### config.mk
export PLATFORM = sky130hd
export DESIGN_NAME = brt_sequencer
export DESIGN_NICKNAME = d
export VERILOG_FILES = /design/src/core/brt_pkg.sv /design/src/core/brt_low_filter.sv /design/src/core/brt_sequencer.sv
export SDC_FILE = /design/constraint.sdc
export NUM_CORES = 1
export LEC_CHECK = 0
export ABC_CLOCK_PERIOD_IN_PS = 4100
export BUFFER_PORTS_ARGS = -buffer_cell sky130_fd_sc_hd__buf_2
export CORE_MARGIN = 2
export CORE_UTILIZATION = 35
export DETAILED_ROUTE_END_ITERATION = 10
export PLACE_DENSITY = 0.62
export SETUP_SLACK_MARGIN = 0.5
export SLEW_MARGIN = 20
export SYNTH_ARGS = -nofsm -noshare
export SYNTH_HDL_FRONTEND = slang
export SYNTH_SLANG_ARGS = --single-unit
### constraint.sdc
create_clock -name core_clk -period 4.1 [get_ports core_clk]
set_input_delay 0.205 -clock core_clk [delete_from_list [all_inputs] [get_ports core_clk]]
set_output_delay 0.205 -clock core_clk [all_outputs]
set_load 0.01 [all_outputs]
### src/core/brt_pkg.sv
package brt_pkg;

  // ----------------------------------------------------------------
  // timing
  // ----------------------------------------------------------------
  localparam int unsigned CLK_PERIOD_NS         = 8;
  localparam int unsigned BROWNOUT_MIN_NS       = 2000;
  localparam int unsigned BROWNOUT_MIN_CYC      = (BROWNOUT_MIN_NS + CLK_PERIOD_NS - 1) / CLK_PERIOD_NS;
  localparam int unsigned LF_OSC_PERIOD_US      = 32;
  localparam int unsigned PUD_WIDTH             = 11;
  localparam int unsigned PUD_COUNTS            = 2048;
  localparam int unsigned POWERUP_DELAY_TIME_US = PUD_COUNTS * LF_OSC_PERIOD_US;

  // ----------------------------------------------------------------
  // configuration encodings
  // ----------------------------------------------------------------
  localparam logic [1:0] BEN_OFF   = 2'h0;
  localparam logic [1:0] BEN_SW    = 2'h1;
  localparam logic [1:0] BEN_NOSLP = 2'h2;
  localparam logic [1:0] BEN_ON    = 2'h3;

  // ----------------------------------------------------------------
  // register map
  // ----------------------------------------------------------------
  localparam int unsigned ADDR_WIDTH = 12;
  localparam logic [11:0] CTRL_OFS   = 12'h000;
  localparam logic [11:0] STATUS_OFS = 12'h004;
  localparam logic [11:0] CONFIG_OFS = 12'h008;

  localparam int unsigned CTRL_SWEN_BIT     = 0;
  localparam int unsigned STAT_POR_N_BIT    = 0;
  localparam int unsigned STAT_BOR_N_BIT    = 1;
  localparam int unsigned STAT_VREF_BIT     = 2;
  localparam int unsigned STAT_ACTIVE_BIT   = 3;
  localparam int unsigned STAT_HOLD_BIT     = 4;
  localparam int unsigned STAT_DELAY_BIT    = 5;
  localparam int unsigned CFG_MODE_LSB      = 0;
  localparam int unsigned CFG_LEVEL_LSB     = 2;
  localparam int unsigned CFG_PUD_DIS_N_BIT = 4;

  localparam logic RST_SWEN  = 1'b1;
  localparam logic RST_POR_N = 1'b1;
  localparam logic RST_BOR_N = 1'b1;

  // ----------------------------------------------------------------
  // sequencer states
  // ----------------------------------------------------------------
  typedef enum logic [2:0] {
    BRT_RUN   = 3'h1,
    BRT_HOLD  = 3'h2,
    BRT_DELAY = 3'h4
  } brt_state_t;

endpackage : brt_pkg

### src/core/brt_low_filter.sv
`timescale 1ns/10ps
`default_nettype none

module brt_low_filter #(
  parameter int unsigned MIN_CYC = brt_pkg::BROWNOUT_MIN_CYC
) (
  // clock and reset
  input  wire logic core_clk,
  input  wire logic sys_rst,
  // indication
  input  wire logic enable,
  input  wire logic level,
  output logic      qualified
);
  import brt_pkg::*;

  localparam int unsigned CW = $clog2(MIN_CYC + 2);

  typedef struct packed {
    logic [CW-1:0] cnt;
    logic          qual;
  } brt_flt_t;

  brt_flt_t st_reg;
  brt_flt_t st_next;

  // ----------------------------------------------------------------
  // duration counter
  // ----------------------------------------------------------------
  always_comb begin
    st_next = st_reg;
    if (!enable || !level) begin
      st_next.cnt  = '0;
      st_next.qual = 1'b0;
    end else if (st_reg.cnt < CW'(MIN_CYC)) begin
      st_next.cnt = st_reg.cnt + CW'(1);
    end else begin
      st_next.qual = 1'b1;
    end
  end

  always_ff @(posedge core_clk) begin
    if (sys_rst) begin
      st_reg <= '0;
    end else begin
      st_reg <= st_next;
    end
  end

  assign qualified = st_reg.qual;

endmodule : brt_low_filter

`default_nettype wire

### src/core/brt_sequencer.sv
// Implementation choices: the register addresses and the APB register port.
`timescale 1ns/10ps
`default_nettype none

module brt_sequencer #(
  parameter int unsigned PUD_COUNTS = brt_pkg::PUD_COUNTS,
  parameter int unsigned MIN_CYC    = brt_pkg::BROWNOUT_MIN_CYC
) (
  // clock and reset
  input  wire logic                            core_clk,
  input  wire logic                            sys_rst,
  // apb slave
  input  wire logic                            psel,
  input  wire logic                            penable,
  input  wire logic                            pwrite,
  input  wire logic [brt_pkg::ADDR_WIDTH-1:0]  paddr,
  input  wire logic [31:0]                     pwdata,
  output logic [31:0]                          prdata,
  output logic                                 pready,
  output logic                                 pslverr,
  // configuration word
  input  wire logic [1:0]                      brownout_enable_mode,
  input  wire logic [1:0]                      brownout_level_select,
  input  wire logic                            powerup_delay_disable_n,
  // chip inputs
  input  wire logic                            supply_low,
  input  wire logic                            power_on_event,
  input  wire logic                            sleep_mode,
  input  wire logic                            low_freq_internal_osc,
  input  wire logic                            vref_settled,
  input  wire logic                            vref_other_user,
  // chip outputs
  output logic                                 brownout_reset_hold,
  output logic                                 por_rearm,
  output logic                                 vref_enable,
  output logic [1:0]                           brownout_threshold_sel,
  output logic                                 vref_stable_flag,
  output logic                                 detect_active
);
  import brt_pkg::*;

  // ----------------------------------------------------------------
  // state
  // ----------------------------------------------------------------
  typedef struct packed {
    brt_state_t           state;
    logic [PUD_WIDTH-1:0] pud_cnt;
    logic                 osc_prev;
    logic                 sw_en;
    logic                 por_n;
    logic                 bor_n;
    logic                 hold;
    logic                 rearm;
    logic                 vref_en;
    logic [1:0]           level;
    logic                 vref_flag;
    logic                 active;
    logic                 por_prev;
    logic                 ack;
    logic                 err;
    logic [31:0]          rdata;
  } brt_seq_t;

  brt_seq_t st_reg;
  brt_seq_t st_next;

  logic detect_enabled;
  logic detect_on;
  logic low_qualified;
  logic osc_rise;
  logic pud_done;
  logic por_start;
  logic setup_phase;
  logic wr_commit;
  logic addr_ok;
  logic sw_en_view;

  // ----------------------------------------------------------------
  // enable decode
  // ----------------------------------------------------------------
  always_comb begin
    case (brownout_enable_mode)
      BEN_OFF:   detect_enabled = 1'b0;
      BEN_SW:    detect_enabled = st_reg.sw_en;
      BEN_NOSLP: detect_enabled = !sleep_mode;
      BEN_ON:    detect_enabled = 1'b1;
      default:   detect_enabled = 1'b0;
    endcase
  end

  // software enable only counts and reads back in software mode
  assign sw_en_view = (brownout_enable_mode == BEN_SW) && st_reg.sw_en;

  // detection waits for the reference; an early disable senses nothing
  assign detect_on = detect_enabled && vref_settled;

  // ----------------------------------------------------------------
  // supply-low qualification
  // ----------------------------------------------------------------
  brt_low_filter #(
    .MIN_CYC   (MIN_CYC)
  ) u_low_filter (
    .core_clk  (core_clk),
    .sys_rst   (sys_rst),
    .enable    (detect_on),
    .level     (supply_low),
    .qualified (low_qualified)
  );

  // ----------------------------------------------------------------
  // slow oscillator edges and power-on start
  // ----------------------------------------------------------------
  assign osc_rise  = low_freq_internal_osc && !st_reg.osc_prev;
  assign pud_done  = osc_rise && (st_reg.pud_cnt == PUD_WIDTH'(PUD_COUNTS - 1));
  assign por_start = power_on_event && !st_reg.por_prev;

  // ----------------------------------------------------------------
  // apb decode
  // ----------------------------------------------------------------
  assign setup_phase = psel && !penable && !st_reg.ack;
  assign wr_commit   = psel && penable && st_reg.ack && pwrite;
  assign addr_ok     = (paddr == CTRL_OFS) || (paddr == STATUS_OFS) || (paddr == CONFIG_OFS);

  // ----------------------------------------------------------------
  // next state
  // ----------------------------------------------------------------
  always_comb begin
    st_next          = st_reg;
    st_next.osc_prev = low_freq_internal_osc;
    st_next.por_prev = power_on_event;

    // sequencer
    case (st_reg.state)
      BRT_RUN: begin
        if (power_on_event || low_qualified) begin
          st_next.state = BRT_HOLD;
        end
      end
      BRT_HOLD: begin
        // held while the supply stays low with detection enabled, or power-on is asserted
        if (!power_on_event && !(supply_low && detect_enabled)) begin
          if (!powerup_delay_disable_n) begin
            st_next.state   = BRT_DELAY;
            st_next.pud_cnt = '0;
          end else begin
            st_next.state = BRT_RUN;
          end
        end
      end
      BRT_DELAY: begin
        if (power_on_event || low_qualified) begin
          st_next.state   = BRT_HOLD;
          st_next.pud_cnt = '0;
        end else if (pud_done) begin
          st_next.state = BRT_RUN;
        end else if (osc_rise) begin
          st_next.pud_cnt = st_reg.pud_cnt + PUD_WIDTH'(1);
        end
      end
      default: begin
        st_next.state = BRT_HOLD;
      end
    endcase

    // reset hold for every non-run state, delay included
    st_next.hold = (st_next.state != BRT_RUN);

    // detector output re-arms power-on reset
    st_next.rearm = detect_on && supply_low;

    // reference request and status views
    st_next.vref_en   = detect_enabled || vref_other_user;
    st_next.level     = brownout_level_select;
    st_next.vref_flag = vref_settled;
    st_next.active    = detect_on;

    // apb answer: no wait states, data from flops
    st_next.ack = setup_phase;
    st_next.err = setup_phase && !addr_ok;
    if (setup_phase) begin
      st_next.rdata = '0;
      case (paddr)
        CTRL_OFS: begin
          st_next.rdata[CTRL_SWEN_BIT] = sw_en_view;
        end
        STATUS_OFS: begin
          st_next.rdata[STAT_POR_N_BIT]  = st_reg.por_n;
          st_next.rdata[STAT_BOR_N_BIT]  = st_reg.bor_n;
          st_next.rdata[STAT_VREF_BIT]   = st_reg.vref_flag;
          st_next.rdata[STAT_ACTIVE_BIT] = st_reg.active;
          st_next.rdata[STAT_HOLD_BIT]   = st_reg.hold;
          st_next.rdata[STAT_DELAY_BIT]  = (st_reg.state == BRT_DELAY);
        end
        CONFIG_OFS: begin
          st_next.rdata[CFG_MODE_LSB +: 2]     = brownout_enable_mode;
          st_next.rdata[CFG_LEVEL_LSB +: 2]    = brownout_level_select;
          st_next.rdata[CFG_PUD_DIS_N_BIT]     = powerup_delay_disable_n;
        end
        default: begin
          st_next.rdata = '0;
        end
      endcase
    end

    // software writes: enable bit, and set-to-one of the por_n and bor_n status flags
    if (wr_commit && (paddr == CTRL_OFS)) begin
      st_next.sw_en = pwdata[CTRL_SWEN_BIT];
    end
    if (wr_commit && (paddr == STATUS_OFS)) begin
      if (pwdata[STAT_POR_N_BIT]) begin
        st_next.por_n = 1'b1;
      end
      if (pwdata[STAT_BOR_N_BIT]) begin
        st_next.bor_n = 1'b1;
      end
    end

    // hardware clears win over a software set in the same cycle
    if (por_start) begin
      st_next.por_n = 1'b0;
    end
    if (detect_enabled && (por_start || ((st_reg.state != BRT_HOLD) && low_qualified))) begin
      st_next.bor_n = 1'b0;
    end
  end

  // ----------------------------------------------------------------
  // registers
  // ----------------------------------------------------------------
  always_ff @(posedge core_clk) begin
    if (sys_rst) begin
      st_reg       <= '0;
      st_reg.state <= BRT_HOLD;
      st_reg.hold  <= 1'b1;
      st_reg.sw_en <= RST_SWEN;
      st_reg.por_n <= RST_POR_N;
      st_reg.bor_n <= RST_BOR_N;
    end else begin
      st_reg <= st_next;
    end
  end

  // ----------------------------------------------------------------
  // outputs
  // ----------------------------------------------------------------
  assign prdata                 = st_reg.rdata;
  assign pready                 = st_reg.ack;
  assign pslverr                = st_reg.ack && st_reg.err;
  assign brownout_reset_hold    = st_reg.hold;
  assign por_rearm              = st_reg.rearm;
  assign vref_enable            = st_reg.vref_en;
  assign brownout_threshold_sel = st_reg.level;
  assign vref_stable_flag       = st_reg.vref_flag;
  assign detect_active          = st_reg.active;

endmodule : brt_sequencer

`default_nettype wire

---- After elaboration in Yosys (flattened, before gate mapping) ----
Cells that the tools add are included.
storage, ports and cells
  register bits ........................... 43
operators by class
  add/subtract/negate cells ............... 2
  order comparisons ....................... 1
  eq/ne operators ......................... 15
  mux-type cells .......................... 19
  reductions and logical operators ........ 46
operator list
  cell                                                   number
  2-to-1 mux 11 bit                                      3
  2-to-1 mux 14 bit                                      2
  case mux 11 bit (2 select lines)                       1
  logical AND 1 bit                                      19
  equality test 12 x 3 -> 1 bit (second input constant)  1
  equality test 12 x 4 -> 1 bit (second input constant)  1
  logical NOT 12 bit                                     1
  adder 11 x 1 -> 11 bit (second input constant)         1
  equality test 11 bit (second input constant)           1
  logical NOT 1 bit                                      10
  nonzero test 2 bit                                     5
  2-to-1 mux 3 bit                                       3
  case mux 3 bit (3 select lines)                        1
  adder 8 x 1 -> 8 bit (second input constant)           1
  < comparator 8 bit (second input constant)             1
  case mux 4 bit (2 select lines)                        1
  logical OR 1 bit                                       6
  != test 3 bit (second input constant)                  2
  2-to-1 mux 1 bit                                       5
  AND reduction 5 bit                                    1
  equality test 2 bit (second input constant)            2
  != test 2 bit (second input constant)                  2
  case mux 1 bit (4 select lines)                        1
  AND reduction 2 bit                                    2
  other kinds (10)                                       10

---- Longest topological paths before layout ----
Gate-level depths: netlist (run 1).
  word-level depth ........................ 8
  gate-level depth with buffers ........... 8
  depth with buffers taken out ............ 6

---- Hierarchy ----
From an unflattened synthesis (run 1), not the netlist that was laid out.
second synthesis, totals
  cell total of the unflattened synthesis .. 270
  area total of the unflattened synthesis .. 2312.2 um^2
modules (own cells, without submodules)
  module          instances  cells each  area each (um^2)  sequential area each (um^2)
  brt_sequencer   1          226         1903.1            680.7
  brt_low_filter  1          44          409.1             180.2

---- Worst setup path after synthesis (run 1) ----
No wires, ideal clock.
  path kind ............................... reg-to-reg
  start ................................... register st_reg[58] (netlist name)
  end ..................................... register st_reg[49] (netlist name)
  setup time .............................. 0.071 ns
  data arrival time ....................... 2.103 ns
  data required time ...................... 4.029 ns
  slack ................................... 1.926 ns
  stages on the path, launching flop included .. 7
  clock period less this slack ............ 2.174 ns
  cell sequence ........................... dfxtp_1 > or3b_1 > or4_4 > o21ba_1 > buf_6 > or4_1 > a21oi_1
on the way
  cells in the longest elaborated chain, start to end .. 3
  elaborated cells between the ends (all ways) .. 9
  classes of those cells .................. eq/ne: 6; mux: 1; reduce/logical: 2
RTL lines
  what                                                                        line                  RTL
  from (decl)                                                                 brt_sequencer.sv:64   brt_seq_t st_reg;
  from (signal assigned)                                                      brt_sequencer.sv:239  st_reg <= st_next;
  equality test 3 bit / equality test 3 x 2 -> 1 bit (equally long branches)  brt_sequencer.sv:133  case (st_reg.state)
  != test 3 bit (no source line) (tied with other cells)                      --
  AND reduction 5 bit (no source line)                                        --
Several ways; a longest one is shown, not always the timed one.
A chain may end at the register's enable or synchronous reset.

---- Worst setup path in the final report (run 1) ----
  start ................................... register st_reg[58] (netlist name)
  end ..................................... register st_reg[51] (netlist name)
Same word-level chain as after synthesis.

==> results.toml, run 1 <==
[yosys]
synth.avg_cell_area_um2 = 8.60
synth-compound-area-share_pct = 17.3
synth-adder-area-share_pct = 1.15
synth-simple-area-share_pct = 23.6
async_flop_share_pct = 0
ys_seq_area_share_pct = 39.7
post_synth_num_cell_types = 47
ys_ff_latch = 43
yosys_warnings = 0
synth_xor_area_share_pct = 2.42
ys.flop_type = "dfxtp_1"
netlist_area_um2 = 2170
synthMuxAreaShare_pct = 0.923
syn_inst = 252
synth_edf_count = 0
synth_top_family_by_area = "simple AND/OR/NAND/NOR gates"

[grt]
grt_max_degree = 21
grt.total_usage_pct = 13.0
antenna_found_initial = 0
grt_pass1_wl_mm = 6.78
grt_pass1_vias = 1560
overflow = 0

[timing]
worst_pin_slew_ns = 0.916
setup_ws_ns = 1.65
rsz0062_at_grt = "no"
hold_viol_final = 0
fin_skew_ns = 0.00447
fin_crit_ns = 2.45
final.setup.tns_ns = 0
finalCritPeriodShare_pct = 59.8
drv_slew = 0
setup_violations = 0
slew_headroom_pct = 38.7
max_freq_ghz = 0.408

[routing]
drc = 0
vias = 1825
via_per_inst = 5.06
drt_iter0_markers = 89
finalWirelength_mm = 4.33
antenna_left = 0
avgRoutedWirePerCell_um = 12.0
drt_first_pass_iters = 4

[setup_path]
required_ns = 4.32
path_max_fanout = 20
worst-setup-path-type = "register to register"
arrival_ns = 2.67
startpoint_type = "register"
end_kind = "register"

[clock_network]
cts_resized = 0
cts.sinks = 43
post_cts_buffers = 0
tritoncts = "built"
ctsHtreeMaxLevel = 2
clock_latency_ns = 0.29
hold_buffers = 0
clkSlewWorstSetupHoldPaths_ns = 0.07
cts-buffers-inserted = 5
cts_max_path_buffers = 2
cts_root_buffer = "clkbuf_8"

[floorplanning]
num_rows = 28
core-area_um2 = 5960
ios = 101
die-height_um = 82.7
die_w_um = 82.7
die_area_um2 = 6840
initial_core_util_pct = 36.4

[power_and_ir_drop]
ir_worst_vdd_uv = 162
cellLeakagePower_uw = 0.000979
p_per_area_nw_per_um2 = 347

[finish]
nNetsFinal = 348
antennaDiodeCount = 0
largest_reg_flops = 20
areaGrowthSynthToFinish_pct = 10.0
final_common_cell = "buf_2"
final_util_pct = 40.1
mostFrequentLayoutCells = "44 x buf_2, 43 x dfxtp_1, 26 x conb_1, 20 x nor2_1, 20 x a21oi_1"
n_fill_cell = 635
drive_gt1_share_pct = 18.9
design_area_um2 = 2390

[place]
post_dp_cell_area_um2 = 2280
gp_congestion = 0.725
dp_slack_ns = 1.63
io_buffers = 44
hpwl_mm = 3.21

[hold_path]
hp-class = "input port to register"

[outcome]
outcome = "completed"

[flow_run]
maxCapViolations = 0
[power by group]
part,switching [µW],internal (µW)
clock,136,178
sequential,6.12,429
combinational,49.5,30.2
[worst max-delay path, stage by stage, from the launching register on]
cell and delay [ns]:
dfxtp_1 0.40, or3b_1 0.40, or4_4 0.45, o21ba_1 0.39, or4_1 0.58, a21oi_1 0.15
[cell usage after synthesis (2+ instances only)]
| library cell | count | share of area (%) |
|---|---|---|
| a21o_1 | 2 | 0.69 |
| a21oi_1 | 20 | 4.6 |
| a221oi_1 | 4 | 1.6 |
| a41oi_1 | 4 | 1.6 |
| and2_1 | 4 | 1.2 |
| and3_1 | 2 | 0.58 |
| and4_1 | 6 | 2.4 |
| buf_4 | 34 | 12 |
| clkbuf_1 | 7 | 1.2 |
| dfxtp_1 | 43 | 40 |
| ha_1 | 2 | 1.2 |
| inv_1 | 7 | 1.2 |
| mux2i_1 | 2 | 0.92 |
| nand2_1 | 12 | 2.1 |
| nand3_1 | 8 | 1.8 |
| nand4_1 | 6 | 1.7 |
| nor2_1 | 20 | 3.5 |
| nor2b_1 | 7 | 2.0 |
| nor3_1 | 3 | 0.69 |
| nor4_1 | 3 | 0.87 |
| o21ai_0 | 14 | 3.2 |
| o31ai_1 | 6 | 2.1 |
| or4_1 | 8 | 2.8 |
| xnor2_1 | 3 | 1.2 |
| xor2_1 | 3 | 1.2 |
[area by class of cell]
| type | count | area, µm² | share of cell area, % |
|---|---|---|---|
| Clock inverter | 1 | 30.0 | 1.26 |
| Tap cell | 75 | 93.8 | 3.93 |
| Clock buffer | 6 | 72.6 | 3.04 |
| Sequential cell | 43 | 861 | 36.1 |
| Inverter | 7 | 26.3 | 1.10 |
| Multi-Input combinational cell | 185 | 1080 | 45.4 |
| Timing Repair Buffer | 44 | 220 | 9.23 |
[through the flow]
step | instances | hold slack (ns) | power [µW]
after floorplan | 277 | 0.284 | 517
after global placement | 354 | 0.425 | 524
after detailed placement | 354 | 0.428 | 525
after CTS | 361 | 0.121 | 844
after global routing | 361 | 0.137 | 878
final | 361 | 0.125 | 829
[final timing paths]
| path | depth (start not counted) | endpoint | startpoint | slack [ns] |
|---|---|---|---|---|
| max reg2reg | 5 | st_reg[51] | st_reg[58] | 1.65 |
| min reg2reg | 2 | prdata[5] | prdata[5] | 0.47 |
| max | 5 | st_reg[51] | st_reg[58] | 1.65 |
| min | 3 | vref_enable | vref_other_user | 0.13 |
[metal layers]
layer / GRT usage [%] / routed length (µm) / up-vias
met5: 0 / 0 / -
met4: 3.93 / 44 / 0
met3: 3.70 / 279 / 6
met2: 21.4 / 1960 / 62
met1: 16.4 / 2040 / 836
li1: - / - / 921
[cell families after synthesis]
logic type | after synthesis
fa+ha+maj | 2
other cells | 1
mux | 2
compound gates | 59
buf+inv | 49
xor+xnor | 6
flops | 43
simple gates | 90
Note: power is estimated with default switching activity, not from simulation.
==> inputs of run 2 (changes only) <==
Settings changed: ABC_CLOCK_PERIOD_IN_PS 4100 to 2100, PLACE_DENSITY 0.62 to 0.64.
Clock period 4.1 ns to 2.1 ns, I/O delays scaled along.
==> run 2 against run 1 <==
Net effect: cell area rose by 11%; total power grew 100%; worst hold slack worse by 0.10 ns; clock skew is 0.0020 ns higher; combinational power increased to 2.5 times the previous value; count of clock-buffer cells in the layout is the same; global-route usage rose by 0.80 points; critical path depth did not move; critical endpoint is now st_reg[48]; largest power group unchanged.
==> results.toml, run 2 (synthesis gave the netlist of run 1 again) <==
[grt]
grt.total_usage_pct = 13.8
met1_usage_pct = 17.2
grt_pass1_vias = 1679
grtUsageMet3_pct = 3.37
met2_usage_pct = 22.6
antenna_found_initial = 0
busiest_layer = "met2"
grt_max_degree = 13
overflow = 0
grt_pass1_wl_mm = 7.29

[timing]
final.setup.tns_ns = 0
setup_ws_ns = 0.00281
hold_viol_final = 0
fin_crit_ns = 2.10
setup_violations = 0
rsz0062_at_grt = "yes"
fin_skew_ns = 0.00648
finalCritPeriodShare_pct = 99.9
max_freq_ghz = 0.477
drv_slew = 0

[finish]
multi_input_area_um2 = 1180
stdcell_count = 384
areaGrowthSynthToFinish_pct = 22.6
ff_latch_area_um2 = 865
final_common_cell = "buf_2"
drive_gt1_share_pct = 31.1
largest_reg_flops = 20
antennaDiodeCount = 0
nNetsFinal = 371
mostFrequentLayoutCells = "44 x buf_2, 40 x dfxtp_1, 26 x conb_1, 21 x buf_4, 19 x nor2_1"
n_fill_cell = 583

[setup_path]
end_kind = "register"
worst-setup-path-type = "register to register"
required_ns = 2.33
startpoint_type = "register"
path_max_fanout = 8
arrival_ns = 2.33

[flow_run]
maxCapViolations = 0

[routing]
drt_iter0_markers = 127
avgRoutedWirePerCell_um = 12.3
drc = 0
finalWirelength_mm = 4.74
vias = 1930
drt_first_pass_iters = 4
antenna_left = 0
via_per_inst = 5.03

[place]
dp_cells = 372
gp_congestion = 0.803
io_buffers = 44
hpwl_mm = 3.38
dp_slack_ns = -0.171

[clock_network]
tritoncts = "built"
cts_root_buffer = "clkbuf_8"
clock_latency_ns = 0.29
hold_buffers = 0
cts-buffers-inserted = 5
cts_max_path_buffers = 2
clkSlewWorstSetupHoldPaths_ns = 0.08
ctsHtreeMaxLevel = 2
cts.sinks = 43

[power_and_ir_drop]
cellLeakagePower_uw = 0.00111
p_per_area_nw_per_um2 = 625
ir_worst_vdd_uv = 358

[outcome]
outcome = "completed"

[hold_path]
hp-class = "input port to register"

[floorplanning]
die_w_um = 82.7
die-height_um = 82.7
num_rows = 28
core-area_um2 = 5960
initial_core_util_pct = 36.4
ios = 101
die_area_um2 = 6840
-- run 2: worst paths after layout --
| check | cells after the start | from | slack (ns) | end |
|---|---|---|---|---|
| max reg2reg | 5 | st_reg[59] | 0.003 | st_reg[48] |
| max | 5 | st_reg[59] | 0.003 | st_reg[48] |
| min | 3 | vref_other_user | 0.02 | vref_enable |
| min reg2reg | 2 | prdata[5] | 0.46 | prdata[5] |
-- run 2: timing repair --
action,CTS,global route
gates resized for setup,8,17
setup buffers,4,0
hold endpoints to repair,0,0
endpoints found under the setup margin,14,22
cloned,1,0
pin swaps,3,1
-- run 2: power by group --
group | leakage (µW) | switching, µW | internal (µW) | total (µW)
Clock | 0.0000513 | 265 | 349 | 614
Combinational | 0.000707 | 113 | 86.8 | 200
Sequential | 0.000351 | 10.1 | 838 | 848
-- run 2: cell type report --
cell class	instances	share of cell area (%)
Timing Repair Buffer	66	14.6
Sequential cell	43	32.5
Clock buffer	6	2.73
Inverter	7	0.988
Tap cell	75	3.53
Clock inverter	1	1.13
Multi-Input combinational cell	186	44.5
-- run 2: worst max-delay path, stage by stage, from the launching register on --
cell and delay [ns]:
dfxtp_2 0.33, or3b_1 0.38, or4_4 0.43, o21ba_4 0.24, or4_1 0.50, a21oi_2 0.15
-- run 2: through the flow --
step	instance area [µm²]	hold slack (ns)	power, µW	util [%]
floorplan	2280	0.184	1010	-
global placement	2430	0.324	1040	40.8
detailed placement	2430	0.324	1050	40.8
CTS	2590	0.0217	1680	43.5
global route	2660	0.0345	1750	44.6
finish	2660	0.0216	1660	44.6
-- run 2: layer usage --
layer  vias up  wire length [µm]
met5         -                 0
met4         0                51
met3         8               278
met2        57              2260
met1       901              2150
li1        964                 -
==> inputs of run 3 (changes only) <==
Settings changed: ABC_CLOCK_PERIOD_IN_PS 2100 to 2250, PLACE_DENSITY 0.64 to 0.62.
Clock period 2.1 ns to 2.25 ns, I/O delays scaled along.
==> run 3 against run 2 <==
Net effect: routed wire length is essentially flat; worst hold slack better by 0.0024 ns; utilization down 0.74 points; count of clock-buffer cells in the layout is the same; sequential share of layout area is 0.59 points higher; worst setup slack improved by 0.096 ns; cell count is 1.0% lower; sequential power down 6.7%; via count is 0.10% higher; die area is the same.
==> results.toml, run 3 (synthesis gave the netlist of run 1 again) <==
[outcome]
outcome = "completed"

[place]
hpwl_mm = 3.39
gp_congestion = 0.787
io_buffers = 44
dp_cells = 368
post_dp_cell_area_um2 = 2400

[floorplanning]
initial_core_util_pct = 36.4
core-area_um2 = 5960
die-height_um = 82.7
die_area_um2 = 6840
die_w_um = 82.7
num_rows = 28
ios = 101

[clock_network]
ctsHtreeMaxLevel = 2
cts.sinks = 43
cts_max_path_buffers = 2
hold_buffers = 0
clock_latency_ns = 0.29
cts_root_buffer = "clkbuf_8"
tritoncts = "built"
cts-buffers-inserted = 5
clkSlewWorstSetupHoldPaths_ns = 0.08

[setup_path]
worst-setup-path-type = "register to register"
path_cells = "or3b_4 > or4_4 > o21ba_4 > buf_4 > or4_4 > a21oi_2"
path_max_fanout = 8
critical_path.max_stage_delay_ns = 0.44
path_buf_inv = 1
cp_slowest_cell = "or4_4"
end_kind = "register"
cpLargestDelayFamily = "simple AND/OR/NAND/NOR gates"
required_ns = 2.49
r2r_slack_ns = 0.1
critPathMostFrequentCell = "or4_4"
startpoint_type = "register"
arrival_ns = 2.39

[timing]
rsz0062_at_grt = "yes"
setup_violations = 0
fin_crit_ns = 2.15
whs_ns = 0.0240
drv_slew = 0
hold_viol_final = 0
fin_skew_ns = 0.00708
max_freq_ghz = 0.465
finalCritPeriodShare_pct = 95.6

[flow_run]
maxCapViolations = 0

[routing]
finalWirelength_mm = 4.74
vias = 1932
antenna_left = 0
avgRoutedWirePerCell_um = 12.5
drt_first_pass_iters = 4
drc = 0
via_per_inst = 5.08
drt_iter0_markers = 98

[grt]
antenna_found_initial = 0
grt.total_usage_pct = 14.0
overflow = 0
grt_pass1_wl_mm = 7.46
grt_pass1_vias = 1651
grt_max_degree = 14

[finish]
design_area_um2 = 2620
final_common_cell = "buf_2"
mostFrequentLayoutCells = "44 x buf_2, 39 x dfxtp_1, 26 x conb_1, 19 x nor2_1, 16 x buf_4"
drive_gt1_share_pct = 31.5
n_fill_cell = 615
areaGrowthSynthToFinish_pct = 20.6
stdcell_count = 380
largest_reg_flops = 20
antennaDiodeCount = 0
nNetsFinal = 366
final_util_pct = 43.9

[power_and_ir_drop]
p_per_area_nw_per_um2 = 558
ir_worst_vdd_uv = 272
cellLeakagePower_uw = 0.00107

[hold_path]
hp-class = "input port to register"
-- run 3: path summary, 6_finish.rpt --
kind / startpoint / endpoint / cells past startpoint
max: st_reg[59] / st_reg[55] / 6
min: vref_other_user / vref_enable / 3
min reg2reg: prdata[5] / prdata[5] / 2
max reg2reg: st_reg[59] / st_reg[55] / 6
-- run 3: layout make-up --
class / instances / area [µm²] / share of cell area, %
clock inverters: 2 / 12.5 / 0.478
well taps: 75 / 93.8 / 3.59
clock buffers: 6 / 72.6 / 2.78
flip-flops and latches: 43 / 866 / 33.1
repair buffers: 61 / 352 / 13.4
multi-input cells: 186 / 1190 / 45.6
inverters: 7 / 26.3 / 1.00
-- run 3: timing repair --
item / CTS / global route
resized for setup: 3 / 25
cloned: 1 / 0
pin swaps: 2 / 5
setup endpoints to repair: 11 / 13
setup buffers: 1 / 2
hold endpoints to repair: 0 / 0
-- run 3: stage by stage --
| step | total power (µW) | setup WS, ns | TNS (ns) |
|---|---|---|---|
| floorplan | 944 | 0.112 | 0 |
| global placement | 973 | 0.0267 | 0 |
| detailed placement | 976 | -0.0204 | -0.0319 |
| CTS | 1470 | 0.104 | 0 |
| global route | 1540 | 0.0300 | 0 |
| finish | 1460 | 0.0988 | 0 |
-- run 3: where the power goes --
group	switching, µW	leakage (µW)	internal (µW)
registers	9.20	0.000352	782
logic	107	0.000674	81.6
clock network	262	0.0000412	217
-- run 3: metal layers --
layer | share of wire, % | GRT usage [%]
met2 | 46 | 22.5
met5 | 0 | 0
met1 | 46 | 18.6
met3 | 6.6 | 3.04
met4 | 1.2 | 4.43
-- run 3: tightest hold or removal path, cell delays in order --
cell and delay (ns):
buf_2 0.08, nor2_1 0.03, nor2_1 0.06
